### config.mk
export PLATFORM = sky130hd
export DESIGN_NAME = apt_pm1_control_timer
export DESIGN_NICKNAME = d
export VERILOG_FILES = /design/src/verilog/apt_pkg.sv /design/src/verilog/apt_pm1_control_timer.sv
export SDC_FILE = /design/constraint.sdc
export NUM_CORES = 1
export LEC_CHECK = 0
export ABC_AREA = 0
export BUFFER_PORTS_ARGS = -buffer_cell sky130_fd_sc_hd__buf_2
export CAP_MARGIN = 20
export CORE_MARGIN = 4
export CORE_UTILIZATION = 40
export DETAILED_ROUTE_END_ITERATION = 12
export PLACE_DENSITY_LB_ADDON = 0.08
export SKIP_CTS_REPAIR_TIMING = 1
export SLEW_MARGIN = 20
export SYNTH_ARGS = -nofsm -noshare
export SYNTH_HDL_FRONTEND = slang
export SYNTH_SLANG_ARGS = --single-unit
### constraint.sdc
create_clock -name i_sys_clk -period 2.6 [get_ports i_sys_clk]
set_clock_uncertainty 0.2 [all_clocks]
set_input_delay 0 -clock i_sys_clk [delete_from_list [all_inputs] [get_ports i_sys_clk]]
set_output_delay 0 -clock i_sys_clk [all_outputs]
set_load 0.1 [all_outputs]
### src/verilog/apt_pkg.sv
// Package for the power management control and timer block.
// Assumes a byte-wide system I/O register port relative to a block base.
package apt_pkg;
    // Register offsets within the event block
    localparam logic [3:0] OFS_ENABLE_UPPER   = 4'h3;
    localparam logic [3:0] OFS_CONTROL_MAIN   = 4'h4;
    localparam logic [3:0] OFS_CONTROL_SECOND = 4'h5;
    localparam logic [3:0] OFS_CONTROL_THIRD  = 4'h6;
    localparam logic [3:0] OFS_CONTROL_FOURTH = 4'h7;
    localparam logic [3:0] OFS_TIMER_BYTE0    = 4'h8;
    localparam logic [3:0] OFS_TIMER_BYTE1    = 4'h9;

    // Control register field positions
    localparam int BIT_SCI_SELECT     = 0;
    localparam int BIT_BM_RELOAD_EN   = 1;
    localparam int BIT_GLOBAL_RELEASE = 2;
    localparam logic [7:0] CONTROL_RESET = 8'h00;

    // Timer geometry
    localparam int TIMER_WIDTH   = 24;
    localparam int TIMER_TOP_BIT = 23;

    // System clock and timebase rates in Hz
    localparam longint SYS_CLK_HZ  = 250000000;
    localparam longint TIMEBASE_HZ = 3579545;

    // Register port request
    typedef struct packed {
        logic       rd;
        logic       wr;
        logic [3:0] addr;
        logic [7:0] wdata;
    } apt_req_s;

    // Interrupt outputs
    typedef struct packed {
        logic sci;
        logic smi;
    } apt_irq_s;
endpackage

### src/verilog/apt_pm1_control_timer.sv
// Power management control register and 24-bit free-running timer.
// Assumes register requests are synchronous and decoded to the block base;
// the timebase clock input is sampled on the system clock.
`timescale 1ns/10ps
module apt_pm1_control_timer
    import apt_pkg::*;
#(
    parameter int CNT_WIDTH = TIMER_WIDTH
)(
    input  wire logic       i_sys_clk,
    input  wire logic       i_rst,
    input  wire logic       i_master_reset,
    input  wire logic       i_timebase_clock_input,
    input  wire logic       i_working_state,
    input  wire apt_req_s   i_req,
    input  wire logic       i_smi_route_enable,
    input  wire logic       i_bus_master_control,
    input  wire logic       i_timer_carry_enable,
    input  wire logic       i_firmware_event_enable,
    input  wire logic       i_firmware_status_clear,
    input  wire logic       i_timer_status_clear,
    output logic [7:0]      o_rdata,
    output logic            o_rvalid,
    output logic            o_firmware_event_status,
    output logic            o_timer_carry_status,
    output apt_irq_s        o_irq
);

    // Narrow builds shorten the wait for the carry; both bytes need 9 bits
    initial
    begin
        if (CNT_WIDTH < 9 || CNT_WIDTH > TIMER_WIDTH)
            $error("CNT_WIDTH must lie between 9 and the timer width");
    end

    logic [CNT_WIDTH-1:0] timer_count_value;
    logic [TIMER_WIDTH-1:0] count_wide;
    logic                 sci_select;
    logic                 bus_master_reload_enable;
    logic                 global_release;
    logic                 timebase_q;
    logic                 timebase_tick;
    logic                 top_bit_q;
    logic                 top_toggle;
    logic                 release_rise;
    logic                 release_q;
    logic                 ctl_write;
    logic [7:0]           next_rdata;

    // Write strobe decode used by several processes
    function automatic logic hit(input apt_req_s r, input logic [3:0] a);
        return r.wr && (r.addr == a);
    endfunction

    assign ctl_write = hit(i_req, OFS_CONTROL_MAIN);

    // Count padded to full width so byte reads never index past the top
    assign count_wide = TIMER_WIDTH'(timer_count_value);

    // Rising edge of the sampled timebase is the count enable
    assign timebase_tick = i_timebase_clock_input && !timebase_q;

    always_ff @(posedge i_sys_clk)
    begin
        if (i_rst)
            timebase_q <= 1'b0;
        else
            timebase_q <= i_timebase_clock_input;
    end

    // Count holds while the timebase stops; only reset or master reset clears it
    always_ff @(posedge i_sys_clk)
    begin
        if (i_rst || i_master_reset)
            timer_count_value <= '0;
        else if (timebase_tick && i_working_state)
            timer_count_value <= timer_count_value + 1'b1;
    end

    // Top bit history for the toggle detector
    always_ff @(posedge i_sys_clk)
    begin
        if (i_rst || i_master_reset)
            top_bit_q <= 1'b0;
        else
            top_bit_q <= timer_count_value[CNT_WIDTH-1];
    end

    // Top bit of the built width; bit 23 at the default width
    assign top_toggle = timer_count_value[CNT_WIDTH-1] ^ top_bit_q;

    // Carry status: a toggle in the clear cycle wins over the clear
    always_ff @(posedge i_sys_clk)
    begin
        if (i_rst)
            o_timer_carry_status <= 1'b0;
        else if (top_toggle)
            o_timer_carry_status <= 1'b1;
        else if (i_timer_status_clear)
            o_timer_carry_status <= 1'b0;
    end

    // Control register; bits 3 to 7 are not stored
    always_ff @(posedge i_sys_clk)
    begin
        if (i_rst)
        begin
            sci_select               <= CONTROL_RESET[BIT_SCI_SELECT];
            bus_master_reload_enable <= CONTROL_RESET[BIT_BM_RELOAD_EN];
        end
        else if (ctl_write)
        begin
            sci_select               <= i_req.wdata[BIT_SCI_SELECT];
            bus_master_reload_enable <= i_req.wdata[BIT_BM_RELOAD_EN];
        end
    end

    // Global release: a new set in the clear cycle wins over the clear
    always_ff @(posedge i_sys_clk)
    begin
        if (i_rst)
            global_release <= CONTROL_RESET[BIT_GLOBAL_RELEASE];
        else if (ctl_write && i_req.wdata[BIT_GLOBAL_RELEASE])
            global_release <= 1'b1;
        else if (i_firmware_status_clear)
            global_release <= 1'b0;
        else if (ctl_write)
            global_release <= 1'b0;
    end

    assign release_rise = global_release && !release_q;

    always_ff @(posedge i_sys_clk)
    begin
        if (i_rst)
            release_q <= 1'b0;
        else
            release_q <= global_release;
    end

    // Firmware status follows a release set; the firmware status clear strobe clears it
    always_ff @(posedge i_sys_clk)
    begin
        if (i_rst)
            o_firmware_event_status <= 1'b0;
        else if (release_rise)
            o_firmware_event_status <= 1'b1;
        else if (i_firmware_status_clear)
            o_firmware_event_status <= 1'b0;
    end

    // Read mux; reserved offsets fall through to zero
    always_comb
    begin
        next_rdata = 8'h00;
        case (i_req.addr)
            OFS_CONTROL_MAIN:
            begin
                next_rdata[BIT_SCI_SELECT]     = sci_select;
                next_rdata[BIT_BM_RELOAD_EN]   = bus_master_reload_enable;
                next_rdata[BIT_GLOBAL_RELEASE] = global_release;
            end
            OFS_TIMER_BYTE0: next_rdata = count_wide[7:0];
            OFS_TIMER_BYTE1: next_rdata = count_wide[15:8];
            default:         next_rdata = 8'h00;
        endcase
    end

    // Read data is registered; one cycle after the read strobe
    always_ff @(posedge i_sys_clk)
    begin
        if (i_rst)
        begin
            o_rdata  <= 8'h00;
            o_rvalid <= 1'b0;
        end
        else
        begin
            o_rvalid <= i_req.rd;
            if (i_req.rd)
                o_rdata <= next_rdata;
        end
    end

    // Interrupt levels; the event term is the carry event
    logic pm_event;
    assign pm_event = i_timer_carry_enable && o_timer_carry_status;

    always_ff @(posedge i_sys_clk)
    begin
        if (i_rst)
            o_irq <= '0;
        else
        begin
            o_irq.sci <= (sci_select && pm_event)
                      || (bus_master_reload_enable
                          && i_bus_master_control);
            o_irq.smi <= (!sci_select && i_smi_route_enable
                          && pm_event)
                      || (global_release
                          && i_firmware_event_enable);
        end
    end

    a_reserved_zero: assert property (@(posedge i_sys_clk) disable iff (i_rst)
        i_req.rd && (i_req.addr == OFS_CONTROL_SECOND
                     || i_req.addr == OFS_ENABLE_UPPER)
        |=> o_rdata == 8'h00)
        else $error("reserved read nonzero");
    a_sci_route: assert property (@(posedge i_sys_clk) disable iff (i_rst)
        sci_select && pm_event |=> o_irq.sci)
        else $error("sci not raised");
    a_smi_route: assert property (@(posedge i_sys_clk) disable iff (i_rst)
        !sci_select && i_smi_route_enable && pm_event |=> o_irq.smi)
        else $error("smi not raised");
    a_bm_reload: assert property (@(posedge i_sys_clk) disable iff (i_rst)
        bus_master_reload_enable && i_bus_master_control |=> o_irq.sci)
        else $error("reload sci missing");
    a_release_status: assert property (@(posedge i_sys_clk) disable iff (i_rst)
        $rose(global_release) |=> o_firmware_event_status)
        else $error("firmware status not set");
    a_release_smi: assert property (@(posedge i_sys_clk) disable iff (i_rst)
        global_release && i_firmware_event_enable |=> o_irq.smi)
        else $error("release smi missing");
    a_timer_hold: assert property (@(posedge i_sys_clk)
        disable iff (i_rst || i_master_reset)
        !(timebase_tick && i_working_state) |=> $stable(timer_count_value))
        else $error("timer moved without tick");
    a_timer_step: assert property (@(posedge i_sys_clk)
        disable iff (i_rst || i_master_reset)
        timebase_tick && i_working_state
        |=> timer_count_value == $past(timer_count_value) + 1'b1)
        else $error("timer did not step");
    a_carry_set: assert property (@(posedge i_sys_clk) disable iff (i_rst)
        top_toggle |=> o_timer_carry_status)
        else $error("carry status missing");
    a_no_route: assert property (@(posedge i_sys_clk) disable iff (i_rst)
        !sci_select && !i_smi_route_enable && !global_release
        && !(bus_master_reload_enable && i_bus_master_control)
        |=> !o_irq.sci && !o_irq.smi)
        else $error("interrupt without route");

endmodule // apt_pm1_control_timer
---- Yosys cells after proc, flatten, opt, wreduce, memory -nomap -nowiden ----
Index checks and enable logic that the tools add are counted.
W data, S select, Z words.
storage, ports and cells
  register bits after elaboration ......... 43
  bits of input ports ..................... 25
  output and inout port bits .............. 13
  word-level logic and storage cells ...... 47
cells by class
  $add $sub $neg .......................... 1
  equality and inequality tests ........... 3
  mux-type cells .......................... 9
  bitwise operators ....................... 1
  reduce and logical (&&, ||, !) cells .... 20
operators by type and width
  kind                     count
  $add A24 B1 Y24 const B  1
  $logic_and A1 B1 Y1      11
  $pmux W5 S2              1
  $pmux W3 S3              1
  $eq A4 B4 Y1 const B     2
  $mux W1                  7
  $eq A4 B3 Y1 const B     1
  $reduce_bool A2 Y1       2
  $logic_not A1 Y1         3
  $logic_or A1 B1 Y1       3
  $reduce_bool A3 Y1       1
  $xor A1 B1 Y1            1

---- Depth between registers and ports, before layout ----
Gate-level depths: netlist of run 1.
  depth after elaboration ................. 5
  gate-level depth with buffers ........... 7
  mapped depth without buffers ............ 5

---- Worst setup path after synthesis of run 1 ----
Ideal clock, no wire load.
  path type ............................... reg-to-reg
  start point ............................. reg timer_count_value[0] (netlist: count_wide[0])
  end point ............................... reg timer_count_value[16] (netlist: count_wide[16])
  setup time .............................. 0.070 ns
  data arrival time ....................... 1.633 ns
  required time ........................... 2.330 ns
  slack ................................... 0.697 ns
  cell stages (with the launch flop) ...... 8
  path buffers ............................ 2
  clock period less this slack ............ 1.903 ns
  path through ............................ dfxtp_1 -> ha_1 -> and4b_1 -> buf_4 -> nand2_2 -> buf_6 -> or4_1 -> a21oi_1
between the ends
  cells in the longest elaborated chain, start to end .. 1
RTL lines
  what                    line                         RTL
  start, declared         apt_pm1_control_timer.sv:36  logic [CNT_WIDTH-1:0] timer_count_value;
  start signal, assigned  apt_pm1_control_timer.sv:77  timer_count_value <= timer_count_value + 1'b1;
  $add A24 B1 Y24         apt_pm1_control_timer.sv:77
No other way between the ends.
A chain may end at the register's enable or synchronous reset.

---- Final worst setup path of run 1 ----
  start point ............................. reg timer_count_value[0] (netlist: count_wide[0])
  end point ............................... reg timer_count_value[20] (netlist: count_wide[20])
Same word-level chain as after synthesis.

==> impl_summary.log, run 1 <==
[metrics] run status: finished, violations left
[metrics] failing checks: negative hold slack
[metrics] required time of the critical path: 2.62 ns
[metrics] endpoint of the most critical register-to-register path: count_wide[20]
[metrics] cells on worst reg2reg path: 5
[metrics] post-layout utilization of the core: 0.522
[metrics] average routed wire per standard cell: 13.9 µm
[metrics] length of routed wiring on met1: 2220 µm
[metrics] via total after detailed routing: 1768
[metrics] worst reg2reg startpoint: count_wide[0]
[metrics] Switching Fraction: 0.199
[metrics] number of sinks on the clock net: 43
[metrics] ratio of final minimum period to clock period: 0.818
[metrics] Finished Layout Cells: 334
[metrics] Comb pwr share: 0.058
[metrics] starting density of the core: 0.417
[metrics] via count normalized by instance count: 5.29
[metrics] sequential cell area fraction in the yosys report: 0.434
[metrics] Sequential cell area: 861 µm²
[metrics] Die Footprint: 0.00615 mm²
[metrics] aggregate global-route resource usage: 0.154
[metrics] Floorplan Core Area: 0.00475 mm²
[metrics] Slew HR: 0.672
[metrics] dominant synthesized flop cell: sky130_fd_sc_hd__dfxtp_1
[metrics] die span in y: 78.4 µm
[metrics] number of DRC violations after detailed routing: 0
[metrics] buffer cell driving the clock tree root: sky130_fd_sc_hd__clkbuf_8
[metrics] class of the worst hold path: input port to flop
[metrics] arrival time reported for the critical path endpoint: 2.14 ns
[metrics] DR pass1 iterations: 4
[metrics] launching instance or port of the critical path: count_wide[0]
[metrics] final number of setup-violating endpoints: 0
[metrics] wire length of the first global-routing pass: 7560 µm
[metrics] final hold violations: 3
[metrics] cell internal power dissipation: 1.08 mW
[metrics] CTS tree: done
[metrics] Buffers on Ports: 32
[metrics] power per cell area: 542 mW/mm²
[metrics] leading cell types by count after synthesis: 43 x sky130_fd_sc_hd__dfxtp_1, 21 x sky130_fd_sc_hd__nor2_1, 17 x sky130_fd_sc_hd__a21oi_1
[metrics] cell total after placement: 308
[metrics] final critical delay including setup and external delays: 2.13 ns
[metrics] final weighted congestion in routability-driven placement: 0.742
[metrics] sequential power share: 0.492
[metrics] slew at the pin closest to its max-slew limit: 0.495 ns
[metrics] Final Routed Wirelength: 4640 µm
[metrics] area growth from synthesis to layout: 25.2%
[metrics] Post-Place Cell Area: 0.00217 mm²
[metrics] number of placement rows: 25
[metrics] count of maximum capacitance violations: 0
[metrics] number of nets in the synthesized netlist: 247
[metrics] Worst Setup End Kind: flop
[metrics] met2 WL post-DR: 2200 µm
[metrics] async set-or-reset flop fraction in the synthesized netlist: 0
[metrics] top achievable clock speed: 0.470 GHz
[metrics] total chip power: 1.35 mW
[metrics] setup repair after global routing missed its margin: no
[metrics] synthesized area divided by synthesized cell count: 8.97 µm²
[metrics] post-synth top area share: 0.434
[metrics] startpoint type of the worst setup path: flop
[metrics] cell with the most instances after synthesis: sky130_fd_sc_hd__dfxtp_1
[metrics] Slew Viols, Final: 0
[metrics] highest ir drop seen on vdd: 0.252 mV
[metrics] synthesized instance count: 221
[metrics] maximum number of buffers from clock root to sink: 2
[metrics] topmost layer with routed signal wires: met4
[metrics] Post-Route Setup TNS: 0 ns
[metrics] clock transition time at the flip-flop clock pins of the worst setup and hold paths: 0.08 ns
[metrics] post-route cell area: 0.00248 mm²
[metrics] Met3 Wirelength: 181 µm
[metrics] boundary pin count: 38
[metrics] fraction of final layout cells sized beyond drive strength 1: 0.161
[metrics] area of the multi-input gates: 0.00105 mm²
[metrics] FF-to-FF setup slack: 0.47 ns
[metrics] critical path class: flop to flop
[metrics] number of synthesized flops with an enable pin: 0
[metrics] clock insertion delay at the later pin of the skew report: 0.29 ns
[metrics] DP Wirelength: 3130 µm
[metrics] largest driver fanout on the critical path: 12
[metrics] final hold slack: -0.0331 ns
[metrics] worst setup path endpoint: count_wide[20]
[metrics] vias in the first global route: 1571
[metrics] cell accounting for the most synthesized area: sky130_fd_sc_hd__dfxtp_1
[metrics] initial antenna violation count: 0
[metrics] yosys warns: 0
[metrics] share of total power in the clock network: 0.450
[metrics] number of design-rule violations left by the first detailed-router iteration: 86
[metrics] net switching power: 268 µW
[metrics] Antenna Nets Post-Route: 0
[metrics] total CTS buffers: 5
[metrics] Leakage Power: 0.946 nW
[metrics] distinct cell type count after synthesis: 45
[metrics] Chip Width: 78.4 µm
[metrics] number of nets in the layout: 292
[metrics] netlist area before placement: 0.00198 mm²
[metrics] Ant. Diodes: 0
[metrics] global route total overflow: 0
[metrics] Fill cells: 481
[metrics] largest net degree at the start of global routing: 20
[metrics] ranking of synthesized cells by area: sky130_fd_sc_hd__dfxtp_1 43%, sky130_fd_sc_hd__a21oi_1 4.3%, sky130_fd_sc_hd__nor2_1 4.0%, sky130_fd_sc_hd__mux2_1 3.4%, sky130_fd_sc_hd__xnor2_1 3.1%
[metrics] post-synthesis sequential element count: 43
[metrics] number of levels the H-tree was split into: 2
[power by group through the flow]
stage	clock (mW)	sequential [mW]	combinational (mW)
floorplan	0	0.686	0.0321
global route	0.648	0.663	0.0877
detailed placement	0	0.678	0.0635
CTS	0.618	0.663	0.0642
finish	0.606	0.663	0.0778
global placement	0	0.678	0.0637
[layout by cell type (no fill, tap or decap), types with 3 or more instances in the layout]
cell type | synthesis | routed
sky130_fd_sc_hd__and3_1 | 4 | 4
sky130_fd_sc_hd__o21ai_1 | 5 | 5
sky130_fd_sc_hd__o31ai_1 | 6 | 6
sky130_fd_sc_hd__and4_1 | 3 | 3
sky130_fd_sc_hd__a22o_1 | 3 | 3
sky130_fd_sc_hd__xor2_1 | 5 | 5
sky130_fd_sc_hd__and2_1 | 3 | 3
sky130_fd_sc_hd__a21oi_1 | 17 | 17
sky130_fd_sc_hd__xnor2_1 | 7 | 7
sky130_fd_sc_hd__dlygate4sd3_1 | 0 | 18
sky130_fd_sc_hd__nor3_1 | 3 | 3
sky130_fd_sc_hd__buf_2 | 2 | 32
sky130_fd_sc_hd__or4_1 | 6 | 6
sky130_fd_sc_hd__nand2b_1 | 8 | 8
sky130_fd_sc_hd__nand2_1 | 13 | 13
sky130_fd_sc_hd__clkbuf_8 | 0 | 5
sky130_fd_sc_hd__nor2_1 | 21 | 21
sky130_fd_sc_hd__mux2_1 | 6 | 6
sky130_fd_sc_hd__mux2i_1 | 3 | 3
sky130_fd_sc_hd__a32oi_1 | 4 | 4
sky130_fd_sc_hd__nand3_1 | 12 | 12
sky130_fd_sc_hd__dfxtp_1 | 43 | 43
sky130_fd_sc_hd__nor2b_1 | 6 | 6
sky130_fd_sc_hd__nand4_1 | 7 | 7
[logic make-up (layout without fill, tap and decap cells)]
family,after synthesis,after routing,synth area share
AND/OR/NAND/NOR,99,99,0.283
XOR/XNOR,12,12,0.0530
adder cells (fa/ha/maj),1,1,0.00631
buffers and inverters,15,61,0.0360
multiplexers,9,9,0.0492
AO/OA/AOI/OAI,42,42,0.138
flip-flops,43,43,0.434
[worst max-delay path, stage by stage (launching register included)]
cell	delay [ns]
sky130_fd_sc_hd__dfxtp_1	0.41
sky130_fd_sc_hd__ha_1	0.17
sky130_fd_sc_hd__and4b_1	0.36
sky130_fd_sc_hd__nand2_2	0.21
sky130_fd_sc_hd__or4_1	0.55
sky130_fd_sc_hd__a21oi_1	0.15
[metal layers]
layer	up-vias	global-route usage
li1	893	-
met1	831	0.205
met2	38	0.249
met3	6	0.0401
met4	0	0.0367
met5	-	0
[state kept, by name (all words and copies together) (netlist names)]
register,flops
top_bit_q,1
timebase_q,1
o_irq,2
o_rvalid,1
count_wide,24
o_rdata,8
sci_select,1
o_timer_carry_status,1
global_release,1
o_firmware_event_status,1
bus_master_reload_enable,1
release_q,1
[stage by stage]
step,hold WS (ns),setup slack (ns)
after CTS,-0.266,0.460
final,-0.0331,0.473
after detailed placement,0.0433,0.498
after global routing,0.0208,0.320
after floorplan,-0.0718,0.697
after global placement,0.0292,0.508
[how the worst min path moves through the flow]
stage	from	end	slack [ns]	cells after the start
after floorplan	i_timebase_clock_input	timebase_q	-0.07	1
after global routing	i_req[9]	o_rdata[2]	0.02	4
after detailed placement	i_req[0]	sci_select	0.04	3
final	i_req[9]	o_rdata[1]	-0.03	4
after global placement	i_bus_master_control	o_irq[1]	0.03	3
after CTS	i_req[0]	sci_select	-0.27	3
[final cells by class]
cell class              instances  share of cell area
clock buffers                   6              0.0292
clock inverters                 2              0.0242
multi-input cells             163               0.423
repair buffers                 51               0.140
flip-flops and latches         43               0.347
inverters                       2             0.00302
well taps                      67              0.0338
Power figures use the tool's default switching activity.
==> run 2: changes to the inputs <==
- ABC_AREA: 0 -> 1
- clock period: 2.6 -> 1.95 ns (I/O delays scaled with it)
==> impl_summary.log, run 2 <==
[metrics] async set-or-reset flop fraction in the synthesized netlist: 0 (unchanged)
[metrics] met2 global-route usage: 0.276 (was 0.249)
[metrics] Sequential cell area: 861 µm² (unchanged)
[metrics] number of nets in the layout: 404 (was 292)
[metrics] DR pass1 iterations: 4 (unchanged)
[metrics] Placement Setup Slack: 0.298 ns (was 0.498 ns)
[metrics] number of nets in the synthesized netlist: 347 (was 247)
[metrics] synthesized area divided by synthesized cell count: 6.91 µm² (was 8.97 µm²)
[metrics] DP Wirelength: 4060 µm (was 3130 µm)
[metrics] aggregate global-route resource usage: 0.169 (was 0.154)
[metrics] average routed wire per standard cell: 12.1 µm (was 13.9 µm)
[metrics] ranking of synthesized cells by area: sky130_fd_sc_hd__dfxtp_1 39%, sky130_fd_sc_hd__nand2_1 12%, sky130_fd_sc_hd__inv_1 8.1%, sky130_fd_sc_hd__nor2_1 7.4%, sky130_fd_sc_hd__nand3_1 5.4% (was sky130_fd_sc_hd__dfxtp_1 43%, sky130_fd_sc_hd__a21oi_1 4.3%, sky130_fd_sc_hd__nor2_1 4.0%, sky130_fd_sc_hd__mux2_1 3.4%, sky130_fd_sc_hd__xnor2_1 3.1%)
[metrics] power per cell area: 630 mW/mm² (was 542 mW/mm²)
[metrics] die span in y: 82.5 µm (was 78.4 µm)
[metrics] dominant synthesized flop cell: sky130_fd_sc_hd__dfxtp_1 (unchanged)
[metrics] slew at the pin closest to its max-slew limit: 0.494 ns (was 0.495 ns)
[metrics] largest driver fanout on the critical path: 11 (was 12)
[metrics] Critical Path Stages: 7 (was 5)
[metrics] Crit path buffers/inverters: 5 (was 0)
[metrics] Antenna Nets Post-Route: 0 (unchanged)
[metrics] maximum cell stage delay along the critical path: 0.55 ns (about the same)
[metrics] number of design-rule violations left by the first detailed-router iteration: 86 (unchanged)
[metrics] sequential cell area fraction in the yosys report: 0.388 (was 0.434)
[metrics] initial antenna violation count: 0 (unchanged)
[metrics] leading cell types in the layout, fill and taps excluded: 73 x sky130_fd_sc_hd__nand2_1, 48 x sky130_fd_sc_hd__inv_1, 44 x sky130_fd_sc_hd__nor2_1 (was 43 x sky130_fd_sc_hd__dfxtp_1, 32 x sky130_fd_sc_hd__buf_2, 21 x sky130_fd_sc_hd__nor2_1)
[metrics] highest ir drop seen on vdd: 0.349 mV (was 0.252 mV)
[metrics] clock transition time at the flip-flop clock pins of the worst setup and hold paths: 0.08 ns (about the same)
[metrics] Final Routed Wirelength: 5420 µm (was 4640 µm)
[metrics] yosys warns: 0 (unchanged)
[metrics] netlist area before placement: 0.00222 mm² (was 0.00198 mm²)
[metrics] Post-Route Setup TNS: 0 ns (unchanged)
[metrics] distinct cell type count after synthesis: 27 (was 45)
[metrics] Final Worst Setup Slack: 0.0882 ns (was 0.473 ns)
[metrics] area of the multi-input gates: 0.00115 mm² (was 0.00105 mm²)
[metrics] starting density of the core: 0.424 (was 0.417)
[metrics] Die Footprint: 0.00680 mm² (was 0.00615 mm²)
[metrics] maximum number of buffers from clock root to sink: 2 (unchanged)
[metrics] area growth from synthesis to layout: 24.7% (was 25.2%)
[metrics] class of the worst hold path: input port to flop (unchanged)
[metrics] final number of setup-violating endpoints: 0 (unchanged)
[metrics] flip-flop count of the largest register, all copies and words added: 24 (unchanged)
[metrics] failing checks: negative hold slack (unchanged)
[metrics] number of DRC violations after detailed routing: 0 (unchanged)
[metrics] post-synth top area share: 0.388 (was 0.434)
[metrics] ratio of final minimum period to clock period: 0.955
[metrics] final weighted congestion in routability-driven placement: 0.799 (was 0.742)
[metrics] critical path class: input port to flop (was flop to flop)
[metrics] Slew Viols, Final: 0 (unchanged)
[metrics] via total after detailed routing: 2142 (was 1768)
[metrics] busiest grt layer: met2 (unchanged)
[metrics] cells on worst reg2reg path: 5 (unchanged)
[metrics] wire length of the first global-routing pass: 8860 µm (was 7560 µm)
[metrics] count of maximum capacitance violations: 0 (unchanged)
[metrics] vias in the first global route: 1929 (was 1571)
[metrics] buffer cell driving the clock tree root: sky130_fd_sc_hd__clkbuf_8 (unchanged)
[metrics] fraction of final layout cells sized beyond drive strength 1: 0.169 (was 0.161)
[metrics] Floorplan Core Area: 0.00524 mm² (was 0.00475 mm²)
[metrics] cell total after placement: 421 (was 308)
[metrics] cell with the most instances after synthesis: sky130_fd_sc_hd__nand2_1 (was sky130_fd_sc_hd__dfxtp_1)
[metrics] Leakage Power: 1.16 nW (was 0.946 nW)
[metrics] arrival time reported for the critical path endpoint: 1.90 ns (was 2.14 ns)
[metrics] Crit path max-delay family: buffers and inverters (was simple AND/OR/NAND/NOR gates)
[metrics] Ant. Diodes: 0 (unchanged)
[metrics] clock insertion delay at the later pin of the skew report: 0.29 ns (about the same)
[metrics] number of placement rows: 26 (was 25)
[metrics] via count normalized by instance count: 4.78 (was 5.29)
[metrics] number of synthesized flops with an enable pin: 0 (unchanged)
[metrics] FF-to-FF setup slack: 0.27 ns (was 0.47 ns)
[metrics] leading cell types by count after synthesis: 73 x sky130_fd_sc_hd__nand2_1, 48 x sky130_fd_sc_hd__inv_1, 44 x sky130_fd_sc_hd__nor2_1 (was 43 x sky130_fd_sc_hd__dfxtp_1, 21 x sky130_fd_sc_hd__nor2_1, 17 x sky130_fd_sc_hd__a21oi_1)
[metrics] Chip Width: 82.5 µm (was 78.4 µm)
[metrics] number of levels the H-tree was split into: 2 (unchanged)
[metrics] post-synthesis sequential element count: 43 (unchanged)
[metrics] most frequent standard cell in the layout excluding fill and tap cells: sky130_fd_sc_hd__nand2_1 (was sky130_fd_sc_hd__dfxtp_1)
[metrics] cells along the critical path: dlygate4sd3_1 -> buf_2 -> buf_4 -> inv_1 -> o21ai_0 -> a21oi_1 -> dlygate4sd3_1 (was ha_1 -> and4b_1 -> nand2_2 -> or4_1 -> a21oi_1)
[metrics] total CTS buffers: 5 (unchanged)
[metrics] Fill cells: 529 (was 481)
[metrics] final hold violations: 3 (unchanged)
[metrics] required time of the critical path: 1.99 ns (was 2.62 ns)
[metrics] Finished Layout Cells: 448 (was 334)
[metrics] number of sinks on the clock net: 43 (unchanged)
[metrics] Buffers on Ports: 32 (unchanged)
[metrics] CTS tree: done (unchanged)
[metrics] slowest cell on the critical path: sky130_fd_sc_hd__dlygate4sd3_1 (was sky130_fd_sc_hd__or4_1)
[metrics] run status: finished, violations left (unchanged)
[metrics] final critical delay including setup and external delays: 1.86 ns
[metrics] synthesized instance count: 321 (was 221)
[metrics] total chip power: 1.74 mW (was 1.35 mW)
[metrics] count of cells along the worst hold path: 4 (unchanged)
[metrics] Slew HR: 0.673 (was 0.672)
[metrics] grt met1 use: 0.226 (was 0.205)
[metrics] Worst path most repeated cell: sky130_fd_sc_hd__dlygate4sd3_1
[metrics] top achievable clock speed: 0.537 GHz
[metrics] final hold slack: -0.0242 ns (was -0.0331 ns)
[metrics] global route total overflow: 0 (unchanged)
[metrics] largest net degree at the start of global routing: 15 (was 20)
[metrics] boundary pin count: 38 (unchanged)
[metrics] cell accounting for the most synthesized area: sky130_fd_sc_hd__dfxtp_1 (unchanged)
[metrics] startpoint type of the worst setup path: input port (was flop)
[metrics] Worst Setup End Kind: flop (unchanged)
[metrics] GRT met3 Usage: 0.0369 (was 0.0401)
==> run 2: changes by cell type after synthesis, moves of 6 or more <==
| cell | previous run | this run |
|---|---|---|
| sky130_fd_sc_hd__inv_1 | 2 | 48 |
| sky130_fd_sc_hd__nand3_1 | 12 | 24 |
| sky130_fd_sc_hd__o31ai_1 | 6 | 0 |
| sky130_fd_sc_hd__nand2b_1 | 8 | 0 |
| sky130_fd_sc_hd__o21ai_0 | 0 | 12 |
| sky130_fd_sc_hd__mux2_1 | 6 | 0 |
| sky130_fd_sc_hd__nor2_4 | 0 | 8 |
| sky130_fd_sc_hd__nor2b_1 | 6 | 0 |
| sky130_fd_sc_hd__nand4_1 | 7 | 16 |
| sky130_fd_sc_hd__clkbuf_1 | 8 | 2 |
| sky130_fd_sc_hd__or4_1 | 6 | 0 |
| sky130_fd_sc_hd__nand2_1 | 13 | 73 |
| sky130_fd_sc_hd__nor2_1 | 21 | 44 |
| sky130_fd_sc_hd__xnor2_1 | 7 | 0 |
==> run 2: where the power goes <==
| group | internal (mW) | total (mW) | switching [mW] | leakage (nW) |
|---|---|---|---|---|
| Sequential | 0.888 | 0.895 | 0.00681 | 0.348 |
| Clock | 0.376 | 0.669 | 0.293 | 0.0513 |
| Combinational | 0.0610 | 0.181 | 0.120 | 0.759 |
==> run 2: area by class of cell <==
| type | count | share of cell area |
|---|---|---|
| Multi-Input combinational cell | 224 | 0.415 |
| Sequential cell | 43 | 0.311 |
| Timing Repair Buffer | 55 | 0.138 |
| Inverter | 49 | 0.0665 |
| Tap cell | 70 | 0.0317 |
| Clock buffer | 6 | 0.0262 |
| Clock inverter | 1 | 0.0109 |
==> run 2: worst min-delay path: cells and delay by family <==
family          cells  cell delay [ns]
compound gates      1             0.08
buf+inv             1             0.10
simple gates        2             0.25
==> run 2: final timing paths <==
kind	start	end
worst max-delay path	i_rst	bus_master_reload_enable
worst min-delay path	i_req[12]	global_release
worst max register to register	count_wide[10]	o_rdata[2]
worst min register to register	o_rdata[0]	o_rdata[0]
==> run 2: metrics by stage <==
stage / util / hold slack (ns) / cell area, µm²
CTS: 0.490 / -0.297 / 2570
detailed placement: 0.470 / 0.0120 / 2460
global route: 0.528 / 0.0191 / 2770
floorplan: - / -0.0930 / 2220
finish: 0.528 / -0.0242 / 2770
global placement: 0.470 / 0.0103 / 2460
==> run 2: logic make-up after synthesis <==
group	synth area share
DFF	0.388
buffers and inverters	0.0942
AOI/OAI and AO/OA	0.113
and+or+nand+nor	0.399
adders and majority gates	0.00564
==> run 2: routing by layer <==
| metal | wire (µm) | up-vias |
|---|---|---|
| li1 | - | 1143 |
| met1 | 2620 | 966 |
| met2 | 2550 | 27 |
| met3 | 198 | 6 |
| met4 | 57 | 0 |
| met5 | 0 | - |
==> run 3: changes to the inputs <==
- CORE_UTILIZATION: 40 -> 46
==> impl_summary.log, run 3 (synthesized netlist as in run 2, its figures left out) <==
[metrics] run status: finished, violations left (unchanged)
[metrics] number of design-rule violations left by the first detailed-router iteration: 93 (was 86)
[metrics] flip-flop count of the largest register, all copies and words added: 24 (unchanged)
[metrics] Leakage Power: 1.17 nW (was 1.16 nW)
[metrics] wire length of the first global-routing pass: 8980 µm (was 8860 µm)
[metrics] critical path class: input port to flop (unchanged)
[metrics] most frequent standard cell in the layout excluding fill and tap cells: sky130_fd_sc_hd__nand2_1 (unchanged)
[metrics] startpoint type of the worst setup path: input port (unchanged)
[metrics] maximum number of buffers from clock root to sink: 2 (unchanged)
[metrics] number of nets in the layout: 403 (was 404)
[metrics] required time of the critical path: 1.99 ns (about the same)
[metrics] die span in y: 77.4 µm (was 82.5 µm)
[metrics] Buffers on Ports: 32 (unchanged)
[metrics] Antenna Nets Post-Route: 0 (unchanged)
[metrics] fraction of final layout cells sized beyond drive strength 1: 0.167 (was 0.169)
[metrics] global route total overflow: 0 (unchanged)
[metrics] clock insertion delay at the later pin of the skew report: 0.30 ns (was 0.29 ns)
[metrics] count of maximum capacitance violations: 0 (unchanged)
[metrics] final hold violations: 3 (unchanged)
[metrics] Ant. Diodes: 0 (unchanged)
[metrics] ratio of final minimum period to clock period: 0.895 (was 0.955)
[metrics] boundary pin count: 38 (unchanged)
[metrics] Worst Setup End Kind: flop (unchanged)
[metrics] total chip power: 1.91 mW (was 1.74 mW)
[metrics] Slew Viols, Final: 0 (unchanged)
[metrics] initial antenna violation count: 0 (unchanged)
[metrics] aggregate global-route resource usage: 0.184 (was 0.169)
[metrics] number of DRC violations after detailed routing: 0 (unchanged)
[metrics] Final Routed Wirelength: 5180 µm (was 5420 µm)
[metrics] buffer cell driving the clock tree root: sky130_fd_sc_hd__clkbuf_8 (unchanged)
[metrics] launching instance or port of the critical path: i_rst (unchanged)
[metrics] power per cell area: 688 mW/mm² (was 630 mW/mm²)
[metrics] class of the worst hold path: input port to flop (unchanged)
[metrics] Chip Width: 77.4 µm (was 82.5 µm)
[metrics] DR pass1 iterations: 4 (unchanged)
[metrics] slew at the pin closest to its max-slew limit: 0.483 ns (was 0.494 ns)
[metrics] worst reg2reg startpoint: count_wide[1] (was count_wide[10])
[metrics] largest net degree at the start of global routing: 18 (was 15)
[metrics] arrival time reported for the critical path endpoint: 1.79 ns (was 1.90 ns)
[metrics] number of placement rows: 25 (was 26)
[metrics] final number of setup-violating endpoints: 0 (unchanged)
[metrics] final critical delay including setup and external delays: 1.74 ns (was 1.86 ns)
[metrics] via count normalized by instance count: 4.97 (was 4.78)
[metrics] total CTS buffers: 5 (unchanged)
[metrics] setup repair after global routing missed its margin: no
[metrics] area growth from synthesis to layout: 24.9% (was 24.7%)
[metrics] leading cell types in the layout, fill and taps excluded: 73 x sky130_fd_sc_hd__nand2_1, 48 x sky130_fd_sc_hd__inv_1, 44 x sky130_fd_sc_hd__nor2_1 (unchanged)
[metrics] DP Wirelength: 3830 µm (was 4060 µm)
[metrics] CTS tree: done (unchanged)
[metrics] average routed wire per standard cell: 12.0 µm (was 12.1 µm)
[metrics] clock transition time at the flip-flop clock pins of the worst setup and hold paths: 0.09 ns (was 0.08 ns)
[metrics] number of sinks on the clock net: 43 (unchanged)
[metrics] Post-Route Setup TNS: 0 ns (unchanged)
[metrics] via total after detailed routing: 2147 (was 2142)
[metrics] highest ir drop seen on vdd: 0.264 mV (was 0.349 mV)
[metrics] final weighted congestion in routability-driven placement: 0.825 (was 0.799)
[metrics] number of levels the H-tree was split into: 2 (unchanged)
[metrics] final hold slack: -0.0488 ns (was -0.0242 ns)
[metrics] starting density of the core: 0.473 (was 0.424)
[metrics] vias in the first global route: 1960 (was 1929)
[metrics] failing checks: negative hold slack (unchanged)
[metrics] top achievable clock speed: 0.573 GHz (was 0.537 GHz)
[metrics] startpoint of the most critical hold path: i_req[10] (was i_req[12])
[metrics] Floorplan Core Area: 0.00469 mm² (was 0.00524 mm²)
[metrics] Fill cells: 450 (was 529)
[metrics] largest driver fanout on the critical path: 12 (was 11)
[metrics] Slew HR: 0.677 (was 0.673)
[metrics] Die Footprint: 0.00600 mm² (was 0.00680 mm²)
run 3: cell count changes in the layout (fill, tap and decap cells not counted):
| cell | previous run | this run |
|---|---|---|
| sky130_fd_sc_hd__buf_4 | 3 | 1 |
| sky130_fd_sc_hd__bufinv_16 | 1 | 2 |
| sky130_fd_sc_hd__dlygate4sd3_1 | 20 | 21 |
run 3: through the flow:
stage          std cells  hold WS, ns  instance area, µm²  setup WS (ns)  utilization
6_report             432      -0.0488                2770          0.205        0.591
3_5_place_dp         403      0.00785                2430          0.300        0.518
2_1_floorplan        321      -0.0930                2220          0.393            -
3_3_place_gp         403      0.00800                2430          0.329        0.518
5_1_grt              432      0.00382                2770          0.112        0.591
4_1_cts              411       -0.303                2560          0.283        0.546
run 3: routing by layer:
layer	track usage	vias up	share of wire
met4	0.0694	0	0.014
met1	0.244	964	0.49
met3	0.0429	6	0.028
met5	0	-	0
li1	-	1148	-
met2	0.290	29	0.47
run 3: final cells by class:
cell class / instances / area (µm²) / area share
sequential: 43 / 861 / 0.311
tap: 54 / 67.6 / 0.0244
clock buffer: 6 / 72.6 / 0.0262
timing repair buffer: 54 / 378 / 0.136
inverter: 49 / 184 / 0.0664
multi-input combinational: 224 / 1150 / 0.414
clock inverter: 2 / 60.1 / 0.0217
run 3: worst paths after layout:
check                                                 to  slack [ns]  cells past startpoint
worst min-delay path                          o_rdata[1]       -0.05                      5
worst max register to register            count_wide[22]        0.28                      8
worst min register to register                o_rdata[1]        0.27                      2
worst max-delay path            bus_master_reload_enable        0.21                      6
run 3: power by group:
part	internal [mW]	total [mW]	switching, mW	leakage [nW]
sequential	0.888	0.895	0.00714	0.348
clock	0.512	0.837	0.325	0.0654
combinational	0.0574	0.175	0.117	0.756
total	1.46	1.91	0.449	1.17
run 3: critical path: stages:
cell                            delay (ns)
sky130_fd_sc_hd__dlygate4sd3_1        0.53
sky130_fd_sc_hd__buf_2                0.20
sky130_fd_sc_hd__inv_1                0.24
sky130_fd_sc_hd__o21ai_0              0.13
sky130_fd_sc_hd__a21oi_1              0.13
sky130_fd_sc_hd__dlygate4sd3_1        0.56
